**src/tpw_pkg.sv**
```systemverilog
package tpw_pkg;

  localparam logic [2:0] ADDR_CTRL  = 3'h0;
  localparam logic [2:0] ADDR_COUNT = 3'h1;
  localparam logic [2:0] ADDR_CMPA  = 3'h2;
  localparam logic [2:0] ADDR_CMPB  = 3'h3;
  localparam logic [2:0] ADDR_CAPT  = 3'h4;
  localparam logic [2:0] ADDR_FLAGS = 3'h5;

  localparam int FLAG_OVF  = 0;
  localparam int FLAG_CMPA = 1;
  localparam int FLAG_CMPB = 2;
  localparam int FLAG_CAPT = 3;

  localparam logic [3:0] MODE_NORMAL   = 4'h0;
  localparam logic [3:0] MODE_CTC_OCR  = 4'h4;
  localparam logic [3:0] MODE_FPWM8    = 4'h5;
  localparam logic [3:0] MODE_FPWM9    = 4'h6;
  localparam logic [3:0] MODE_FPWM10   = 4'h7;
  localparam logic [3:0] MODE_CTC_ICR  = 4'hC;
  localparam logic [3:0] MODE_FPWM_ICR = 4'hE;
  localparam logic [3:0] MODE_FPWM_OCR = 4'hF;

  localparam logic [15:0] TOP_8BIT  = 16'h00FF;
  localparam logic [15:0] TOP_9BIT  = 16'h01FF;
  localparam logic [15:0] TOP_10BIT = 16'h03FF;
  localparam logic [15:0] CNT_MAX   = 16'hFFFF;
  localparam logic [15:0] CNT_ZERO  = 16'h0000;

  localparam logic [1:0] COM_OFF    = 2'h0;
  localparam logic [1:0] COM_TOGGLE = 2'h1;
  localparam logic [1:0] COM_CLEAR  = 2'h2;
  localparam logic [1:0] COM_SET    = 2'h3;

  typedef struct packed {
    logic [1:0] dir;     // [9:8] pin direction, 1 = output
    logic [1:0] com_b;   // [7:6]
    logic [1:0] com_a;   // [5:4]
    logic [3:0] mode;    // [3:0] waveform_mode_select
  } tpw_ctrl_type;

  localparam tpw_ctrl_type CTRL_RESET = '0;

  typedef struct packed {
    tpw_ctrl_type      ctrl;
    logic [15:0]       cnt;
    logic [1:0][15:0]  ocr_act;
    logic [1:0][15:0]  ocr_buf;
    logic [15:0]       icr;
    logic [3:0]        flags;
    logic              block;
    logic [1:0]        wave;
    logic [1:0]        pin;
    logic [1:0]        oe_n;
    logic [15:0]       rdata;
  } tpw_state_type;

  localparam tpw_state_type STATE_RESET = '{
    ctrl: CTRL_RESET, cnt: 16'h0000, ocr_act: '0, ocr_buf: '0,
    icr: 16'h0000, flags: 4'h0, block: 1'b0, wave: 2'h0,
    pin: 2'h0, oe_n: 2'h3, rdata: 16'h0000};

endpackage

```
**src/tpw_timer.sv**
```systemverilog
// Function
// - Mode 0 only counts up, wrapping
// - Normal mode: overflow flag set at MAX
// - Overflow service acknowledge clears overflow flag
// - Count writes accepted anytime, counting continues
// - Modes 4/12 clear counter at TOP
// - Unbuffered TOP below count wraps first
// - TOP register's flag set at TOP
// - Clear-on-match toggle inverts wave A
// - Pin driven only when direction is output
// - Clear-on-match still flags overflow at MAX
// - Fast PWM clears after TOP; fixed TOPs
// - Modes 14/15 take TOP from registers
// - PWM non-inverting and inverting output actions
// - PWM overflow and TOP flag at TOP
// - Compare flag set on count equal
// - Fixed-TOP modes mask written compare bits
// - PWM compare writes buffered, loaded at TOP
// - Capture TOP unbuffered, may miss TOP
// - Zero compare spikes; TOP compare constant
// - PWM toggle on channel A
// - Output mode zero leaves wave untouched
// - Count write blocks next tick's matches
`timescale 1ns/1ps
module tpw_timer (
  input  wire logic        clk_sys_in,    // 50 MHz system clock
  input  wire logic        rst_in,        // Async reset, active high
  input  wire logic        ce_in,         // Clock enable, freezes all
  input  wire logic        tick_in,       // Timer clock enable
  input  wire logic        ovf_ack_in,    // Overflow service pulse
  input  wire logic [2:0]  addr_in,       // Register index
  input  wire logic [15:0] wdata_in,      // Write data
  input  wire logic        wr_in,         // Write strobe
  input  wire logic        rd_in,         // Read strobe
  output logic      [15:0] rdata_out,     // Read data, next cycle
  output logic      [1:0]  wave_pin_out,  // Waveform pin level
  output logic      [1:0]  wave_oe_n_out  // Pin enable, low drives
);

  tpw_pkg::tpw_state_type s_r;
  tpw_pkg::tpw_state_type s_nxt;

  logic [15:0] top;
  logic        pwm;
  logic        clear_on_match_mode;
  logic        fixed_top;
  logic        top_icr;
  logic        top_ocr;
  logic        top_hit;
  logic        ovf_set;
  logic        wr_cnt;
  logic [1:0]  cmp_hit;
  logic [3:0]  flag_set;
  logic [3:0]  flag_clr;
  logic [15:0] cmp_wval;
  logic [1:0]  com;

  // TOP selection per mode
  always_comb begin
    top       = tpw_pkg::CNT_MAX;
    pwm       = 1'b0;
    clear_on_match_mode       = 1'b0;
    fixed_top = 1'b0;
    top_icr   = 1'b0;
    top_ocr   = 1'b0;
    case (s_r.ctrl.mode)
      tpw_pkg::MODE_CTC_OCR: begin
        clear_on_match_mode     = 1'b1;
        top     = s_r.ocr_act[0];
        top_ocr = 1'b1;
      end
      tpw_pkg::MODE_CTC_ICR: begin
        clear_on_match_mode     = 1'b1;
        top     = s_r.icr;
        top_icr = 1'b1;
      end
      tpw_pkg::MODE_FPWM8: begin
        pwm       = 1'b1;
        fixed_top = 1'b1;
        top       = tpw_pkg::TOP_8BIT;
      end
      tpw_pkg::MODE_FPWM9: begin
        pwm       = 1'b1;
        fixed_top = 1'b1;
        top       = tpw_pkg::TOP_9BIT;
      end
      tpw_pkg::MODE_FPWM10: begin
        pwm       = 1'b1;
        fixed_top = 1'b1;
        top       = tpw_pkg::TOP_10BIT;
      end
      tpw_pkg::MODE_FPWM_ICR: begin
        pwm     = 1'b1;
        top     = s_r.icr;
        top_icr = 1'b1;
      end
      tpw_pkg::MODE_FPWM_OCR: begin
        pwm     = 1'b1;
        top     = s_r.ocr_act[0];
        top_ocr = 1'b1;
      end
      default: begin
      end
    endcase
  end

  assign wr_cnt = wr_in && (addr_in == tpw_pkg::ADDR_COUNT);

  // Equality only, so a TOP below the count is passed by
  assign top_hit = tick_in && (clear_on_match_mode || pwm) && (s_r.cnt == top)
                   && (fixed_top || !s_r.block);

  assign ovf_set = tick_in && (pwm ? top_hit
                               : (s_r.cnt == tpw_pkg::CNT_MAX));

  genvar g;
  generate
    for (g = 0; g < 2; g++) begin : g_cmp
      assign cmp_hit[g] = tick_in && !s_r.block
                          && (s_r.cnt == s_r.ocr_act[g]);
    end
  endgenerate

  always_comb begin
    flag_set                     = 4'h0;
    flag_set[tpw_pkg::FLAG_OVF]  = ovf_set;
    flag_set[tpw_pkg::FLAG_CMPA] = cmp_hit[0] || (top_hit && top_ocr);
    flag_set[tpw_pkg::FLAG_CMPB] = cmp_hit[1];
    flag_set[tpw_pkg::FLAG_CAPT] = top_hit && top_icr;
    flag_clr = (wr_in && addr_in == tpw_pkg::ADDR_FLAGS) ? wdata_in[3:0]
                                                         : 4'h0;
    flag_clr[tpw_pkg::FLAG_OVF] = flag_clr[tpw_pkg::FLAG_OVF] || ovf_ack_in;
  end

  assign cmp_wval = fixed_top ? (wdata_in & top) : wdata_in;

  always_comb begin
    s_nxt = s_r;
    com   = 2'h0;
    // Counter; the software write wins over the tick
    if (tick_in) begin
      s_nxt.block = 1'b0;
      s_nxt.cnt   = top_hit ? tpw_pkg::CNT_ZERO
                            : 16'(s_r.cnt + 16'h0001);
    end
    if (wr_cnt) begin
      s_nxt.cnt   = wdata_in;
      s_nxt.block = 1'b1;
    end
    // Set wins over clear
    s_nxt.flags = (s_r.flags & ~flag_clr) | flag_set;
    // Double buffer reload at TOP
    if (pwm && top_hit) begin
      s_nxt.ocr_act = s_r.ocr_buf;
    end
    if (wr_in && addr_in == tpw_pkg::ADDR_CTRL) begin
      s_nxt.ctrl = tpw_pkg::tpw_ctrl_type'(wdata_in[9:0]);
    end
    if (wr_in && addr_in == tpw_pkg::ADDR_CAPT) begin
      s_nxt.icr = wdata_in;
    end
    for (int ch = 0; ch < 2; ch++) begin
      if (wr_in && addr_in == (ch == 0 ? tpw_pkg::ADDR_CMPA
                                       : tpw_pkg::ADDR_CMPB)) begin
        s_nxt.ocr_buf[ch] = cmp_wval;
        if (!pwm) begin
          s_nxt.ocr_act[ch] = cmp_wval;
        end
      end
      com = (ch == 0) ? s_r.ctrl.com_a : s_r.ctrl.com_b;
      if (cmp_hit[ch]) begin
        case (com)
          tpw_pkg::COM_TOGGLE: begin
            if (ch == 0 || !pwm) begin
              s_nxt.wave[ch] = !s_r.wave[ch];
            end
          end
          tpw_pkg::COM_CLEAR: s_nxt.wave[ch] = 1'b0;
          tpw_pkg::COM_SET:   s_nxt.wave[ch] = 1'b1;
          default: begin
          end
        endcase
      end
      // BOTTOM action overrides a match at TOP
      if (pwm && top_hit && com[1]) begin
        s_nxt.wave[ch] = !com[0];
      end
      s_nxt.pin[ch]  = s_nxt.wave[ch];
      s_nxt.oe_n[ch] = !s_r.ctrl.dir[ch];
    end
    s_nxt.rdata = 16'h0000;
    if (rd_in) begin
      case (addr_in)
        tpw_pkg::ADDR_CTRL:  s_nxt.rdata = {6'h00, s_r.ctrl};
        tpw_pkg::ADDR_COUNT: s_nxt.rdata = s_r.cnt;
        tpw_pkg::ADDR_CMPA:  s_nxt.rdata = s_r.ocr_buf[0];
        tpw_pkg::ADDR_CMPB:  s_nxt.rdata = s_r.ocr_buf[1];
        tpw_pkg::ADDR_CAPT:  s_nxt.rdata = s_r.icr;
        tpw_pkg::ADDR_FLAGS: s_nxt.rdata = {12'h000, s_r.flags};
        default:             s_nxt.rdata = 16'h0000;
      endcase
    end
  end

  always_ff @(posedge clk_sys_in or posedge rst_in) begin
    if (rst_in) begin
      s_r <= tpw_pkg::STATE_RESET;
    end else if (ce_in) begin
      s_r <= s_nxt;
    end
  end

  assign rdata_out     = s_r.rdata;
  assign wave_pin_out  = s_r.pin;
  assign wave_oe_n_out = s_r.oe_n;
endmodule // tpw_timer

```
**config.mk**
```make
export PLATFORM = sky130hd
export DESIGN_NAME = tpw_timer
export DESIGN_NICKNAME = d
export VERILOG_FILES = /design/src/tpw_pkg.sv /design/src/tpw_timer.sv
export SDC_FILE = /design/constraint.sdc
export NUM_CORES = 1
export LEC_CHECK = 0
export BUFFER_PORTS_ARGS = -buffer_cell sky130_fd_sc_hd__buf_2
export CAP_MARGIN = 20
export CORE_UTILIZATION = 25
export DETAILED_ROUTE_END_ITERATION = 8
export GPL_TIMING_DRIVEN = 0
export SLEW_MARGIN = 20
export SYNTH_ARGS = -nofsm -noshare
export SYNTH_HDL_FRONTEND = slang
export SYNTH_SLANG_ARGS = --single-unit
export TNS_END_PERCENT = 20
```
**constraint.sdc**
```tcl
create_clock -name clk_sys_in -period 11.45 [get_ports clk_sys_in]
set_clock_uncertainty 0.05 [all_clocks]
set_input_delay 0.5725 -clock clk_sys_in [delete_from_list [all_inputs] [get_ports clk_sys_in]]
set_output_delay 0.5725 -clock clk_sys_in [all_outputs]
set_load 0.02 [all_outputs]
```
==> flow_metrics.env <==
export IMPL_run_status="finished, final reports clean"
export IMPL_cts_sinks=131
export IMPL_grt_pass1_vias=6770
export IMPL_hold_viol=0
export IMPL_reg2reg_depth=12
export IMPL_areaGrowthSynthToFinish_pct=16.8
export IMPL_tightest_slew_ns=0.979
export IMPL_antenna_left=0
export IMPL_synth_edf_count=0
export IMPL_synthArstFlopShare_pct=100
export IMPL_drv_slew=0
export IMPL_cts_buffer_depth=2
export IMPL_fin_nets=909
export IMPL_cts_setup_buffers=0
export IMPL_die_h_um=181
export IMPL_seq_area_um2=3280
export IMPL_holdBufCountCts=0
export IMPL_cap_violations=0
export IMPL_synth_fp_nets=844
export IMPL_arrival_ns=4.29
export IMPL_fin_setup_tns_ns=0
export IMPL_start_util_pct=25.3
export IMPL_drt_pass1_iter_count=5
export IMPL_dr_first_iter_drc_count=574
export IMPL_grt_max_degree=85
export IMPL_fmax_mhz=248
export IMPL_port_buffers=44
export IMPL_syn_area_um2=7970
export IMPL_path_max_fanout=10
export IMPL_dieWidth_um=181
export IMPL_design_area_um2=9310
export IMPL_routedWlPerCell_um=20.3
export IMPL_vias=6868
export IMPL_crit_path_end_kind="register"
export IMPL_antenna_found_initial=0
export IMPL_stdcell_count=1297
export IMPL_fin_crit_sh_pct=35.3
export IMPL_p_per_area_nw_per_um2=197
export IMPL_nFillCells=3261
export IMPL_power_leakage_nw=3.86
export IMPL_whs_ns=0.0942
export IMPL_drive_gt1_share_pct=21.6
export IMPL_grt_pass1_wl_mm=41.0
export IMPL_rrSetupSlack_ns=7.41
export IMPL_r2r_end="s_r[113]$_DFFE_PP0P_"
export IMPL_avgSynthCellArea_um2=9.76
export IMPL_synth_warnings=0
export IMPL_crit_required_ns=11.70
export IMPL_cts_inserted_buffers=17
export IMPL_place_congestion=0.901
export IMPL_cts_repair_resized=0
export IMPL_grt_remaining_overflow=0
export IMPL_critPathLaunchType="register"
export IMPL_postPlaceCellArea_um2=8740
export IMPL_rsz0062_at_grt="no"
export IMPL_via_per_inst=5.30
export IMPL_setup_viol_count_final=0
export IMPL_wl_mm=26.3
export IMPL_r2r_start="s_r[123]$_DFFE_PP0P_"
export IMPL_relSlewSlack_pct=34.5
export IMPL_antenna_cells=0
export IMPL_path_class="register to register"
export IMPL_synthDistinctLibCells=71
export IMPL_synth_main_ff_cell="dfrtp_1"
export IMPL_dp_cells=1265
export IMPL_irDropWorstVdd_uv=111
export IMPL_hold_path_class="input port to asynchronous set/reset pin"
export IMPL_cts_tree="yes"
export IMPL_clock_latency_ns=0.43
export IMPL_multi_input_area_um2=4180
export IMPL_fp_row_count=65
export IMPL_ys_seq_area_share_pct=41.1
export IMPL_dieArea_um2=32600
export IMPL_path_clk_slew_ns=0.06
export IMPL_synth_cells=817
export IMPL_drc=0
export IMPL_cts_root_buf="clkbuf_16"
export IMPL_htreeDepth=4
export IMPL_ioPinCount=46
export IMPL_grt_usage_pct=16.4
export IMPL_core_area_um2=31500
export IMPL_period_needed_ns=4.04
export IMPL_ys_ff_latch=131
export IMPL_hpwl_mm=19.8
-- cells in the mapped netlist (5+ instances only) --
master	instances	area (um^2)
inv_1	14	52.6
mux2_2	49	552
nor3_1	15	75.1
buf_4	20	150
nor2_1	16	60.1
nand2b_1	8	50.1
a2bb2oi_1	12	105
xor2_1	31	272
o2bb2ai_1	17	149
nand2_1	87	327
xnor2_1	6	52.6
nand4_1	8	50.1
a211o_1	15	131
buf_1	5	18.8
a21oi_1	9	45.0
a2bb2oi_2	18	270
a22oi_1	23	173
nor4_1	11	68.8
nand3_1	35	175
buf_2	5	25.0
nand4b_1	8	70.1
o221ai_1	6	52.6
nor2b_1	13	81.3
clkbuf_1	56	210
nor4b_1	6	52.6
buf_6	5	56.3
o21ai_0	41	205
or3_1	15	93.8
dfrtp_1	129	3230
o22ai_1	33	206
o22a_1	15	131
o21a_1	7	52.6
mux2i_1	11	110
-- placed cells by master (no fill, tap or decap), types with 16 or more instances in the layout --
| master | synthesis | routed |
|---|---|---|
| dfrtp_1 | 129 | 129 |
| nand2_1 | 87 | 87 |
| clkbuf_1 | 56 | 58 |
| buf_2 | 5 | 49 |
| mux2_2 | 49 | 49 |
| o21ai_0 | 41 | 41 |
| nand3_1 | 35 | 35 |
| o22ai_1 | 33 | 33 |
| xor2_1 | 31 | 31 |
| a22oi_1 | 23 | 23 |
| buf_4 | 20 | 21 |
| a2bb2oi_2 | 18 | 18 |
| o2bb2ai_1 | 17 | 17 |
| clkbuf_16 | 0 | 17 |
| nor2_1 | 16 | 16 |
-- critical path, stage by stage, from the launching register on --
cell,delay [ns]
dfrtp_1,0.42
buf_6,0.16
buf_2,0.21
buf_1,0.47
nand4b_1,0.19
o221ai_2,0.15
xnor2_1,0.11
nor4b_1,0.39
o22ai_1,0.17
nor4b_2,0.83
clkbuf_1,0.50
a211o_1,0.18
nand3_1,0.07
-- layout make-up --
class                   instances  area share, %
inverters                      16          0.725
clock inverters                12           1.32
flip-flops and latches        131           35.2
plain buffers                  91           4.94
clock buffers                  20           4.80
multi-input cells             579           44.9
well taps                     402           5.40
repair buffers                 46           2.74
-- report_power, final --
group | switching (W) | internal, W | leakage (nW)
clock network | 0.000229 | 0.000308 | 0.268
logic | 0.000323 | 0.000274 | 2.01
registers | 0.000118 | 0.000579 | 1.58
total | 0.000670 | 0.00116 | 3.86
-- stage by stage --
step,worst slack [ns],total power [W],utilization (%)
after floorplan,7.33,0.00111,-
after global placement,5.51,0.00128,27.6
after detailed placement,7.51,0.00129,27.8
after CTS,7.50,0.00182,29.6
after global routing,7.10,0.00192,29.6
final,7.41,0.00183,29.6
-- kinds of logic after synthesis --
kind of cell | after synthesis | synth area share [%]
AO/OA/AOI/OAI | 235 | 23.6
AND/OR/NAND/NOR | 246 | 16.2
buffers and inverters | 107 | 6.53
flip-flops | 131 | 41.1
XOR/XNOR | 37 | 4.06
adder cells (fa/ha/maj) | 1 | 0.157
multiplexers | 60 | 8.30
-- worst max-delay path by stage --
stage | startpoint | slack (ns) | end | cells past startpoint
after floorplan | rst_in | 7.33 | com[0]$_DFFE_PP0P_ | 1
after global placement | rst_in | 5.51 | com[1]$_DFFE_PP0P_ | 2
after detailed placement | s_r[123]$_DFFE_PP0P_ | 7.51 | s_r[113]$_DFFE_PP0P_ | 12
after CTS | s_r[123]$_DFFE_PP0P_ | 7.50 | s_r[113]$_DFFE_PP0P_ | 12
after global routing | s_r[123]$_DFFE_PP0P_ | 7.10 | s_r[110]$_DFFE_PP0P_ | 12
final | s_r[123]$_DFFE_PP0P_ | 7.41 | s_r[113]$_DFFE_PP0P_ | 12
-- registers in the layout, summed over array words and instances (netlist names) --
name           flops
com                2
rdata_out         16
s_r              109
wave_pin_out       2
wave_oe_n_out      2
-- per-layer routing --
metal	global-route usage, %	vias to the layer above	part of all wire [%]
li1	-	3162	-
met1	22.3	3405	46
met2	25.4	268	45
met3	3.86	33	6.7
met4	5.23	0	1.9
met5	0	-	0
Note: power is estimated with default switching activity, not from simulation.
